### src/core/ucp_pkg.sv
// Package: register map, fields and constants of the control pipe and pipe window block
`default_nettype none
package ucp_pkg;
	localparam int ADDR_W = 8;
	localparam int DATA_W = 16;
	localparam int NUM_PIPES = 9;

	// ***************************************************
	// Register offsets
	// ***************************************************
	localparam logic [7:0] OFF_CTRL_PIPE = 8'h60;
	localparam logic [7:0] OFF_PIPE_SEL = 8'h64;
	localparam logic [7:0] OFF_PIPE_CFG = 8'h68;
	localparam logic [7:0] OFF_LINK_STAT = 8'h70;

	// ***************************************************
	// Control pipe register fields
	// ***************************************************
	localparam int BIT_BUF_READY = 15;
	localparam int BIT_TOG_DATA0 = 8;
	localparam int BIT_TOG_DATA1 = 7;
	localparam int BIT_TOG_MON = 6;
	localparam int BIT_BUSY = 5;
	localparam int BIT_STAT_CPL = 2;
	localparam int BIT_RESP_LO = 0;

	// ***************************************************
	// Pipe configuration fields
	// ***************************************************
	localparam int BIT_TYPE_LO = 14;
	localparam int BIT_READY_TIMING = 10;
	localparam int BIT_DBL_BUF = 9;
	localparam int BIT_CONT_MODE = 8;
	localparam int BIT_NAK_END = 7;
	localparam int BIT_DIR = 4;
	localparam int BIT_EP_LO = 0;
	localparam logic [15:0] CFG_WR_MASK = 16'hc79f;

	// ***************************************************
	// Reset values and pipe selector limits
	// ***************************************************
	localparam logic [3:0] RST_PIPE_SEL = 4'h0;
	localparam logic [15:0] RST_PIPE_CFG = 16'h0000;
	localparam logic RST_TOG_MON = 1'b1;
	localparam logic [3:0] SEL_NONE = 4'h0;
	localparam logic [3:0] SEL_MAX = 4'h9;

	typedef enum logic [1:0] {
		UCP_RESP_NAK = 2'b00,
		UCP_RESP_BUF = 2'b01,
		UCP_RESP_STALL = 2'b10,
		UCP_RESP_STALL2 = 2'b11
	} ucp_resp_t;

	typedef enum logic [1:0] {
		UCP_TYPE_OFF = 2'b00,
		UCP_TYPE_BULK = 2'b01,
		UCP_TYPE_INTR = 2'b10,
		UCP_TYPE_ISO = 2'b11
	} ucp_type_t;

	// Register bus request
	typedef struct packed {
		logic wr;
		logic rd;
		logic [ADDR_W-1:0] addr;
		logic [DATA_W-1:0] wdata;
	} ucp_bus_req_t;

	// Link-side events from the protocol engine
	typedef struct packed {
		logic setup_ok;
		logic set_address;
		logic xact_start;
		logic xact_done;
		logic xact_ok;
		logic pid_mismatch;
		logic status_stage;
		logic over_maxp;
		logic seq_error;
		logic bus_reset;
		logic buf_access;
		logic [3:0] pipe;
		logic rx_data;
		logic tx_data;
		logic read_done;
		logic transfer_end;
	} ucp_link_ev_t;

	// Pipe configuration as seen by the data path
	typedef struct packed {
		ucp_type_t ptype;
		logic ready_timing;
		logic dbl_buf;
		logic cont_mode;
		logic nak_end;
		logic dir;
		logic [3:0] ep;
	} ucp_pipe_cfg_t;
endpackage
`default_nettype wire

### src/core/ucp_ctrl.sv
// Control pipe control register, pipe window selector and per-pipe configuration
`default_nettype none

module ucp_ctrl
	import ucp_pkg::*;
#(
	parameter int PIPES = NUM_PIPES
) (
	input wire logic i_mclk,
	input wire logic i_reset_n,
	input wire ucp_bus_req_t i_bus,
	output logic [DATA_W-1:0] o_rdata,
	input wire ucp_link_ev_t i_ev,
	input wire logic i_fifo_dir_sel,
	input wire logic i_setup_flag_clr,
	output logic [1:0] o_ctrl_resp,
	output logic o_ctrl_toggle,
	output logic o_status_ack,
	output logic o_status_zlp,
	output logic o_auto_addr,
	output logic o_buffer_ready_event,
	output logic [PIPES-1:0] o_pipe_nak_req,
	output ucp_pipe_cfg_t o_cur_cfg
);

	// ***************************************************
	// Helpers
	// ***************************************************
	function automatic logic sel_valid(input logic [3:0] s);
		return (s != SEL_NONE) && (s <= SEL_MAX);
	endfunction

	function automatic logic [3:0] pipe_idx(input logic [3:0] s);
		return 4'(s - 4'h1);
	endfunction

	logic wr_ctrl;
	logic wr_sel;
	logic wr_cfg;
	logic rd_any;
	assign wr_ctrl = i_bus.wr && (i_bus.addr == OFF_CTRL_PIPE);
	assign wr_sel = i_bus.wr && (i_bus.addr == OFF_PIPE_SEL);
	assign wr_cfg = i_bus.wr && (i_bus.addr == OFF_PIPE_CFG);
	assign rd_any = i_bus.rd;

	// ***************************************************
	// Control pipe state
	// ***************************************************
	logic setup_flag_q;
	logic tog_mon_q;
	logic busy_q;
	logic stat_cpl_q;
	logic [1:0] resp_q;
	logic [1:0] resp_d;
	logic buf_ready_q;
	logic addr_auto_q;
	logic sel_ok;

	// Setup-received flag: hardware set wins over software clear
	always_ff @(posedge i_mclk or negedge i_reset_n) begin
		if (!i_reset_n) begin
			setup_flag_q <= 1'b0;
		end else if (i_ev.setup_ok) begin
			setup_flag_q <= 1'b1;
		end else if (i_setup_flag_clr) begin
			setup_flag_q <= 1'b0;
		end
	end

	// Automatic SET_ADDRESS handling window
	always_ff @(posedge i_mclk or negedge i_reset_n) begin
		if (!i_reset_n) begin
			addr_auto_q <= 1'b0;
		end else if (i_ev.bus_reset) begin
			addr_auto_q <= 1'b0;
		end else if (i_ev.set_address) begin
			addr_auto_q <= 1'b1;
		end else if (addr_auto_q && i_ev.status_stage && i_ev.xact_done && i_ev.xact_ok) begin
			addr_auto_q <= 1'b0;
		end
	end

	// Sequence toggle expectation
	always_ff @(posedge i_mclk or negedge i_reset_n) begin
		if (!i_reset_n) begin
			tog_mon_q <= RST_TOG_MON;
		end else if (i_ev.setup_ok) begin
			tog_mon_q <= 1'b1;
		end else if (wr_ctrl && i_bus.wdata[BIT_TOG_DATA0]) begin
			tog_mon_q <= 1'b0;
		end else if (wr_ctrl && i_bus.wdata[BIT_TOG_DATA1]) begin
			tog_mon_q <= 1'b1;
		end else if (i_ev.xact_done && i_ev.xact_ok && !i_ev.pid_mismatch && !i_ev.status_stage) begin
			tog_mon_q <= ~tog_mon_q;
		end
	end

	// Pipe busy across one transaction
	always_ff @(posedge i_mclk or negedge i_reset_n) begin
		if (!i_reset_n) begin
			busy_q <= 1'b0;
		end else if (i_ev.xact_start) begin
			busy_q <= 1'b1;
		end else if (i_ev.xact_done || i_ev.bus_reset) begin
			busy_q <= 1'b0;
		end
	end

	// Status-complete request
	always_ff @(posedge i_mclk or negedge i_reset_n) begin
		if (!i_reset_n) begin
			stat_cpl_q <= 1'b0;
		end else if (i_ev.setup_ok || i_ev.bus_reset) begin
			stat_cpl_q <= 1'b0;
		end else if (wr_ctrl && i_bus.wdata[BIT_STAT_CPL] && !setup_flag_q) begin
			stat_cpl_q <= 1'b1;
		end else if (i_ev.status_stage && i_ev.xact_done && i_ev.xact_ok) begin
			stat_cpl_q <= 1'b0;
		end
	end

	// Response field: hardware events take priority over software
	always_comb begin
		resp_d = resp_q;
		if (wr_ctrl && !setup_flag_q) begin
			resp_d = i_bus.wdata[BIT_RESP_LO +: 2];
		end
		if (i_ev.over_maxp && resp_q == UCP_RESP_BUF) begin
			resp_d = UCP_RESP_STALL2;
		end
		if (i_ev.seq_error) begin
			resp_d = UCP_RESP_STALL;
		end
		if (i_ev.setup_ok) begin
			resp_d = UCP_RESP_NAK;
		end
		if (i_ev.bus_reset) begin
			resp_d = UCP_RESP_NAK;
		end
	end

	always_ff @(posedge i_mclk or negedge i_reset_n) begin
		if (!i_reset_n) begin
			resp_q <= UCP_RESP_NAK;
		end else begin
			resp_q <= resp_d;
		end
	end

	// Buffer accessibility, registered from the buf_access link event
	always_ff @(posedge i_mclk or negedge i_reset_n) begin
		if (!i_reset_n) begin
			buf_ready_q <= 1'b0;
		end else begin
			buf_ready_q <= i_ev.buf_access;
		end
	end

	// Outputs toward the protocol engine
	always_ff @(posedge i_mclk or negedge i_reset_n) begin
		if (!i_reset_n) begin
			o_ctrl_resp <= UCP_RESP_NAK;
			o_ctrl_toggle <= RST_TOG_MON;
			o_auto_addr <= 1'b0;
		end else begin
			// Bits 1x both decode to STALL
			o_ctrl_resp <= resp_d[1] ? UCP_RESP_STALL : resp_d;
			o_ctrl_toggle <= tog_mon_q;
			o_auto_addr <= addr_auto_q;
		end
	end

	// Status stage answers
	always_ff @(posedge i_mclk or negedge i_reset_n) begin
		if (!i_reset_n) begin
			o_status_ack <= 1'b0;
			o_status_zlp <= 1'b0;
		end else begin
			// ACK and ZLP both set in the auto-address window or on status complete with BUF response
			o_status_ack <= addr_auto_q || (stat_cpl_q && resp_q == UCP_RESP_BUF);
			o_status_zlp <= addr_auto_q || (stat_cpl_q && resp_q == UCP_RESP_BUF);
		end
	end

	// ***************************************************
	// Pipe window
	// ***************************************************
	logic [3:0] sel_q;
	logic [15:0] cfg_q [PIPES];
	logic [15:0] cur_raw;

	always_ff @(posedge i_mclk or negedge i_reset_n) begin
		if (!i_reset_n) begin
			sel_q <= RST_PIPE_SEL;
		end else if (wr_sel) begin
			sel_q <= i_bus.wdata[3:0];
		end
	end

	assign sel_ok = sel_valid(sel_q);
	assign cur_raw = sel_ok ? cfg_q[pipe_idx(sel_q)] : 16'h0000;

	// Only the configuration is windowed
	always_ff @(posedge i_mclk or negedge i_reset_n) begin
		if (!i_reset_n) begin
			for (int i = 0; i < PIPES; i++) begin
				cfg_q[i] <= RST_PIPE_CFG;
			end
		end else if (wr_cfg && sel_ok) begin
			cfg_q[pipe_idx(sel_q)] <= i_bus.wdata & CFG_WR_MASK;
		end
	end

	always_ff @(posedge i_mclk or negedge i_reset_n) begin
		if (!i_reset_n) begin
			o_cur_cfg <= '0;
		end else begin
			o_cur_cfg.ptype <= ucp_type_t'(cur_raw[BIT_TYPE_LO +: 2]);
			o_cur_cfg.ready_timing <= cur_raw[BIT_READY_TIMING];
			o_cur_cfg.dbl_buf <= cur_raw[BIT_DBL_BUF];
			o_cur_cfg.cont_mode <= cur_raw[BIT_CONT_MODE];
			o_cur_cfg.nak_end <= cur_raw[BIT_NAK_END];
			o_cur_cfg.dir <= cur_raw[BIT_DIR];
			o_cur_cfg.ep <= cur_raw[BIT_EP_LO +: 4];
		end
	end

	// Buffer-ready event and end-of-transfer NAK for the pipe in use
	logic ev_ok;
	logic [15:0] ev_cfg;
	assign ev_ok = sel_valid(i_ev.pipe);
	assign ev_cfg = ev_ok ? cfg_q[pipe_idx(i_ev.pipe)] : 16'h0000;

	always_ff @(posedge i_mclk or negedge i_reset_n) begin
		if (!i_reset_n) begin
			o_buffer_ready_event <= 1'b0;
		end else if (!ev_ok || ev_cfg[BIT_TYPE_LO +: 2] == UCP_TYPE_OFF) begin
			o_buffer_ready_event <= 1'b0;
		end else if (ev_cfg[BIT_READY_TIMING]) begin
			o_buffer_ready_event <= i_ev.read_done;
		end else begin
			o_buffer_ready_event <= i_ev.rx_data || i_ev.tx_data;
		end
	end

	always_ff @(posedge i_mclk or negedge i_reset_n) begin
		if (!i_reset_n) begin
			o_pipe_nak_req <= '0;
		end else begin
			for (int i = 0; i < PIPES; i++) begin
				o_pipe_nak_req[i] <= ev_ok && (pipe_idx(i_ev.pipe) == 4'(i)) && i_ev.transfer_end
					&& cfg_q[i][BIT_NAK_END] && !cfg_q[i][BIT_DIR];
			end
		end
	end

	// ***************************************************
	// Read data, one cycle after the strobe
	// ***************************************************
	logic [15:0] ctrl_view;
	always_comb begin
		ctrl_view = 16'h0000;
		ctrl_view[BIT_BUF_READY] = buf_ready_q;
		ctrl_view[BIT_TOG_MON] = tog_mon_q;
		ctrl_view[BIT_BUSY] = busy_q;
		ctrl_view[BIT_RESP_LO +: 2] = resp_q;
	end

	always_ff @(posedge i_mclk or negedge i_reset_n) begin
		if (!i_reset_n) begin
			o_rdata <= '0;
		end else if (rd_any) begin
			unique case (i_bus.addr)
				OFF_CTRL_PIPE: o_rdata <= ctrl_view;
				OFF_PIPE_SEL: o_rdata <= {12'h000, sel_q};
				OFF_PIPE_CFG: o_rdata <= cur_raw;
				OFF_LINK_STAT: o_rdata <= {14'h0000, i_fifo_dir_sel, setup_flag_q};
				default: o_rdata <= 16'h0000;
			endcase
		end else begin
			o_rdata <= '0;
		end
	end

endmodule
`default_nettype wire

### config.mk
export PLATFORM = sky130hd
export DESIGN_NAME = ucp_ctrl
export DESIGN_NICKNAME = d
export VERILOG_FILES = /design/src/core/ucp_pkg.sv /design/src/core/ucp_ctrl.sv
export SDC_FILE = /design/constraint.sdc
export NUM_CORES = 1
export LEC_CHECK = 0
export ABC_CLOCK_PERIOD_IN_PS = 2500
export BUFFER_PORTS_ARGS = -buffer_cell sky130_fd_sc_hd__buf_2
export CORE_ASPECT_RATIO = 1.4
export CORE_MARGIN = 3
export CORE_UTILIZATION = 51
export CTS_CLUSTER_SIZE = 8
export DETAILED_ROUTE_END_ITERATION = 8
export PLACE_DENSITY = 0.72
export SKIP_LAST_GASP = 1
export SLEW_MARGIN = 20
export SYNTH_ARGS = -nofsm -noshare
export SYNTH_HDL_FRONTEND = slang
export SYNTH_SLANG_ARGS = --single-unit
### constraint.sdc
create_clock -name i_mclk -period 2.5 [get_ports i_mclk]
set_input_delay 0.125 -clock i_mclk [delete_from_list [all_inputs] [get_ports i_mclk]]
set_output_delay 0.125 -clock i_mclk [all_outputs]
set_load 0.02 [all_outputs]
==> summary.txt, run 1 <==
status - finished, final reports clean
flops & latches, synth - 149
setup repair after global routing missed its margin - no
Final Cell Area - 0.00879 mm²
Worst Setup End Kind - flop
Core ar. - 0.0136 mm²
Fin. Hold Viols - 0
Cell Area, Synth - 0.00715 mm²
Tmin final - 2.38 ns
pin count of the biggest net entering global routing - 63
clock share of power - 48.4%
die height - 146 µm
Critical Path Source Type - flop
Int Pwr - 4.29 mW
Crit Path Max Fanout - 11
slack of the critical path - 0.122 ns
Tot GR Track Use - 23.3%
main combinational cell family by area after synthesis - multiplexers
mux cell area share after synthesis - 25.4%
Worst Path Required - 2.79 ns
placed cell area - 0.00804 mm²
CTS Buf Count - 17
FP Rows - 50
Compound-Gate Fraction of Synth Area - 5.41%
sequential power share - 44.2%
switching share of total power - 22.1%
Cells after Synth - 532
H-tree depth - 4
Leakage Power - 4.28 nW
max-cap viol count - 0
Setup crit start - sel_q[0]$_DFFE_PN0P_
vias per inst - 5.77
setup TNS - 0 ns
reg2reg path depth - 8
Final Total Pwr - 5.51 mW
Hold WC Path Type - in -> reg
Slew headroom - 44.1%
Post-Synth Adder-Cell Area - 2.07%
Port Buf Inserts - 83
first-pass GRT wire length - 28.0 mm
Detailed Routing Iterations Pass 1 - 4
DIE AREA - 0.0155 mm²
internal reg-to-reg setup slack - 0.12 ns
post-synthesis sequential area ratio - 52.2%
Reg-to-Reg End - cfg_q[7]$_DFFE_PN0P_
Worst-Margin Slew - 0.830 ns
vias in the first global route - 5292
reg2reg start - sel_q[0]$_DFFE_PN0P_
Post-synth EDFFs - 0
I/O pin count - 92
DRT antenna net count - 0
CP Data Arrival Time - 2.67 ns
Post-route DRC - 0
DP Worst Slack - 0.101 ns
period utilisation layout - 95.1%
initial core utilization - 52.7%
clock sinks - 149
vias post-DR - 4908
iteration-0 DRC count of the detailed router - 345
Antenna Cells - 0
Async SR Flop Fraction - 100%
Final nets - 716
wirelength, routed - 17.3 mm
Crit Path Category - reg -> reg
layout cells sized above 1 - 44.4%
Mean Syn Cell Area - 13.4 µm²
RePlAce Congestion - 0.860
worst setup path end - cfg_q[7]$_DFFE_PN0P_
worst-skew pair later-pin latency - 0.42 ns
Switch Pwr - 1.22 mW
WL/cell - 20.3 µm
PwrDens - 627 mW/mm²
Combinational Power Share - 7.3%
Die W - 106 µm
simple-gate share of the synthesized area - 11.2%
GRT overflow - 0
area growth from synthesis to layout - 22.9%
initial antenna violation count - 0
worst vdd ir - 0.388 mV
Longest Clk Path Bufs - 2
CTS tree - done
Synthesis Warnings - 0
FMAX - 421 MHz
Cell variety after synth - 59
Worst-path clk slew - 0.06 ns
clock skew - 0.00815 ns
post-synthesis xor/xnor area fraction - 0.368%
final setup fails - 0
Max Slew Vio Count - 0
Detailed Place HPWL - 11.8 mm
predominant post-synthesis flop cell - dfrtp_1
clock tree root driver cell - clkbuf_16
==> per-layer routing <==
layer / vias to the layer above / GRT usage (%) / part of all wire (%)
li1: 2195 / - / -
met1: 2502 / 28.3 / 39
met2: 175 / 39.9 / 52
met3: 36 / 4.91 / 5.8
met4: 0 / 10.4 / 3.1
met5: - / 0 / 0
==> worst max-delay path, stage by stage, from the launching register on <==
cell	delay (ns)
dfrtp_1	0.43
inv_1	0.15
ha_1	0.30
o21bai_1	0.11
a21o_1	0.25
nor3_4	0.21
and3_1	0.21
buf_4	0.24
mux2_1	0.36
==> cells in the final DEF, fill, tap and decap left out, types with 4 or more instances in the layout <==
master | Yosys | layout
a221oi_1 | 8 | 8
nor3b_1 | 19 | 19
dlygate4sd3_1 | 0 | 10
a21o_1 | 4 | 4
and3_1 | 11 | 11
o31ai_1 | 5 | 5
ha_1 | 11 | 11
clkbuf_1 | 9 | 4
nand3b_1 | 4 | 4
bufinv_16 | 0 | 4
a21oi_1 | 10 | 10
inv_1 | 6 | 6
clkbuf_16 | 0 | 17
nor2_1 | 33 | 33
and2_1 | 5 | 5
nand2_1 | 20 | 20
mux4_2 | 24 | 24
nand3_1 | 6 | 6
nor3_1 | 19 | 19
mux2_4 | 20 | 20
dfrtp_1 | 147 | 147
mux2_2 | 81 | 81
buf_2 | 5 | 82
a211oi_1 | 5 | 5
buf_12 | 0 | 9
buf_4 | 12 | 36
o21ai_0 | 5 | 5
==> power by group through the flow <==
stage,combinational (mW),clock (mW),sequential [mW]
3_3_place_gp,0.372,0,2.48
5_1_grt,0.441,2.82,2.44
3_5_place_dp,0.381,0,2.48
2_1_floorplan,0.197,0,2.48
4_1_cts,0.398,2.70,2.44
6_report,0.402,2.67,2.44
==> synth_stat cells, types with 8 or more instances <==
library cell,count,share of area [%]
mux2_4,20,4.2
ha_1,11,1.9
nor3_1,19,1.3
a21oi_1,10,0.70
dfrtp_1,147,51
mux4_2,24,7.6
and3_1,11,0.96
clkbuf_1,9,0.47
buf_4,12,1.3
nor2_1,33,1.7
nand2_1,20,1.1
nor3b_1,19,2.0
a221oi_1,8,0.98
mux2_2,81,13
==> worst min-delay path by stage <==
stage	start	end	cells past startpoint
5_1_grt	i_bus[24]	o_rdata[5]$_DFF_PN0_	2
3_5_place_dp	i_reset_n	cfg_q[142]$_DFFE_PN0P_	1
3_3_place_gp	i_reset_n	o_rdata[14]$_DFF_PN0_	1
6_report	i_bus[24]	o_rdata[6]$_DFF_PN0_	2
2_1_floorplan	i_reset_n	addr_auto_q$_DFFE_PN0P_	0
4_1_cts	i_ev[10]	resp_q[0]$_DFF_PN0_	3
==> registers in the layout (all words and copies together), names as in the netlist, 2 cells and up <==
name / count
cfg_q: 99
o_ctrl_resp: 2
o_cur_cfg: 11
o_pipe_nak_req: 9
o_rdata: 13
sel_q: 4
==> repair_timing <==
item	CTS	global route
gates resized for setup	0	4
endpoints found under the setup margin	0	99
hold endpoints to repair	69	0
buffers inserted	0	0
hold buffers	10	0
==> per-stage QoR <==
stage,utilization [%],hold slack [ns],cells
floorplan,-,-0.171,534
global placement,59.2,0.129,808
detailed placement,59.2,0.139,808
CTS,64.5,0.00279,850
global route,64.7,0.0338,851
finish,64.7,0.0264,851
==> final cells by class <==
cell class                 count  area (µm²)
inverter                       6        22.5
clock buffer                  23         468
clock inverter                 9         154
sequential                   149        3730
multi-input combinational    344        3210
tap                          182         228
timing repair buffer         138         972
fill                         984        4790
==> kinds of logic after synthesis <==
family | after synthesis
simple gates | 142
other cells | 1
fa+ha+maj | 12
compound gates | 52
xor+xnor | 3
buf+inv | 42
flops | 149
mux | 131
Note: power is estimated with default switching activity, not from simulation.
==> run 2: changes to the inputs <==
--- a/config.mk
+++ b/config.mk
@@ -5,7 +5,6 @@
 export SDC_FILE = /design/constraint.sdc
 export NUM_CORES = 1
 export LEC_CHECK = 0
-export ABC_CLOCK_PERIOD_IN_PS = 2500
 export BUFFER_PORTS_ARGS = -buffer_cell sky130_fd_sc_hd__buf_2
 export CORE_ASPECT_RATIO = 1.4
 export CORE_MARGIN = 3
@@ -13,6 +12,7 @@
 export CTS_CLUSTER_SIZE = 8
 export DETAILED_ROUTE_END_ITERATION = 8
 export PLACE_DENSITY = 0.72
+export RECOVER_POWER = 25
 export SKIP_LAST_GASP = 1
 export SLEW_MARGIN = 20
 export SYNTH_ARGS = -nofsm -noshare
==> summary.txt, run 2 (synthesis results as in run 1) <==
vias post-DR - 4887 (-0.43%)
initial core utilization - 52.7% (unchanged)
Switch Pwr - 1.22 mW (+0.12%)
I/O pin count - 92 (unchanged)
Hold WC Path Type - in -> reg
Die W - 106 µm (unchanged)
most common cell after layout, fill and taps aside - dfrtp_1
sequential power share - 44.3% (about the same)
wirelength, routed - 17.4 mm (+0.41%)
Critical Path Source Type - flop
Crit Path Max Fanout - 11 (unchanged)
WL/cell - 20.4 µm (+0.41%)
Core ar. - 0.0136 mm² (unchanged)
Final Total Pwr - 5.51 mW (about the same)
layout cells sized above 1 - 41.9% (-2.5 points)
CTS Buf Count - 17 (unchanged)
pin count of the biggest net entering global routing - 63 (unchanged)
CTS tree - done
max-cap viol count - 1 (+1)
final setup fails - 0 (unchanged)
Detailed Place HPWL - 11.8 mm (unchanged)
Worst Path Required - 2.79 ns (about the same)
Combinational Power Share - 7.3% (about the same)
internal reg-to-reg setup slack - 0.12 ns (about the same)
DIE AREA - 0.0155 mm² (unchanged)
status - complete, but fails checks
FP Rows - 50 (unchanged)
DRT antenna net count - 0 (unchanged)
switching share of total power - 22.1% (+0.028 points)
Reg with most FFs - cfg_q
area growth from synthesis to layout - 22.6%
Worst-path clk slew - 0.06 ns (about the same)
vias in the first global route - 5292 (unchanged)
failing checks - max-capacitance violations, max-slew violations
initial antenna violation count - 0 (unchanged)
clock skew - 0.00722 ns (-0.000922 ns)
Tot GR Track Use - 23.3% (unchanged)
GRT overflow - 0 (unchanged)
CP Data Arrival Time - 2.67 ns (about the same)
period utilisation layout - 95.1% (about the same)
Slew headroom - -1.27% (-45 points)
H-tree depth - 4 (unchanged)
worst-skew pair later-pin latency - 0.42 ns (about the same)
biggest regs - cfg_q (99), o_rdata (13), o_cur_cfg (11)
most frequent cells in the layout - dfrtp_1, mux2_2, buf_2
slack of the critical path - 0.123 ns (+0.000729 ns)
first-pass GRT wire length - 28.0 mm (unchanged)
setup repair after global routing missed its margin - no
clock sinks - 149 (unchanged)
clock tree root driver cell - clkbuf_16
Final nets - 716 (unchanged)
Port Buf Inserts - 83 (unchanged)
total setup buffers inserted after CTS - 0 (unchanged)
Int Pwr - 4.29 mW (about the same)
FMAX - 421 MHz (about the same)
iteration-0 DRC count of the detailed router - 320 (-7.2%)
Crit Path Category - reg -> reg
Post-route DRC - 0 (unchanged)
die height - 146 µm (unchanged)
RePlAce Congestion - 0.860 (unchanged)
PwrDens - 629 mW/mm² (+0.27%)
# fillers - 997 (+1.3%)
Leakage Power - 4.22 nW (-1.5%)
Antenna Cells - 0 (unchanged)
Worst-Margin Slew - 1.52 ns (+0.689 ns)
DP Worst Slack - 0.101 ns (unchanged)
vias per inst - 5.74 (-0.43%)
clock share of power - 48.5% (about the same)
Tmin final - 2.38 ns (-0.000729 ns)
placed cell area - 0.00804 mm² (unchanged)
Detailed Routing Iterations Pass 1 - 4 (unchanged)
worst vdd ir - 0.388 mV (about the same)
Final Cell Area - 0.00876 mm² (-0.28%)
Fin. Hold Viols - 0 (unchanged)
Max Slew Vio Count - 62 (+62)
max FFs per register - 99 (unchanged)
Worst Setup End Kind - flop
Longest Clk Path Bufs - 2 (unchanged)
setup TNS - 0 ns (unchanged)
[run 2: timing repair]
item,in CTS,in global routing
resized for setup,0,4
endpoints found under the setup margin,0,99
hold buffers,10,0
hold endpoints to repair,69,0
[run 2: metal layers]
metal  routed length [µm]  track usage [%]
met2                 9120             39.9
met5                    0                0
met3                  903             4.91
met1                 6810             28.3
met4                  522             10.4
[run 2: area by class of cell]
cell class | instances | area, µm² | area share [%]
flip-flops and latches | 149 | 3730 | 42.6
inverters | 6 | 22.5 | 0.257
clock buffers | 23 | 468 | 5.34
clock inverters | 9 | 154 | 1.76
multi-input cells | 344 | 3210 | 36.7
repair buffers | 138 | 947 | 10.8
well taps | 182 | 228 | 2.60
[run 2: worst max-delay path, cell delays in order, from the launching register on]
cell and delay [ns]:
dfrtp_1 0.43, inv_1 0.15, ha_1 0.29, o21bai_1 0.11, a21o_1 0.25, nor3_4 0.21
and3_1 0.21, buf_4 0.23, mux2_1 0.36
[run 2: final timing paths]
| check | end | depth (start not counted) | from |
|---|---|---|---|
| setup / recovery | cfg_q[7]$_DFFE_PN0P_ | 8 | sel_q[0]$_DFFE_PN0P_ |
| hold / removal | o_rdata[6]$_DFF_PN0_ | 2 | i_bus[24] |
| setup reg to reg | cfg_q[7]$_DFFE_PN0P_ | 8 | sel_q[0]$_DFFE_PN0P_ |
| hold reg to reg | o_ctrl_toggle$_DFF_PN1_ | 0 | tog_mon_q$_DFFE_PN1P_ |
| max in group asynchronous | cfg_q[83]$_DFFE_PN0P_ | 3 | i_reset_n |
| min in group asynchronous | cfg_q[142]$_DFFE_PN0P_ | 2 | i_reset_n |
[run 2: through the flow]
step           hold slack, ns  instances  util (%)
4_1_cts               0.00279        850      64.5
2_1_floorplan          -0.171        534         -
5_1_grt                0.0338        851      64.5
3_5_place_dp            0.139        808      59.2
3_3_place_gp            0.129        808      59.2
6_report               0.0231        851      64.5
[run 2: power groups by stage]
| stage | logic, mW | registers, mW | clock network [mW] |
|---|---|---|---|
| floorplan | 0.197 | 2.48 | 0 |
| global placement | 0.372 | 2.48 | 0 |
| detailed placement | 0.381 | 2.48 | 0 |
| CTS | 0.398 | 2.44 | 2.70 |
| global route | 0.439 | 2.44 | 2.82 |
| finish | 0.401 | 2.44 | 2.67 |
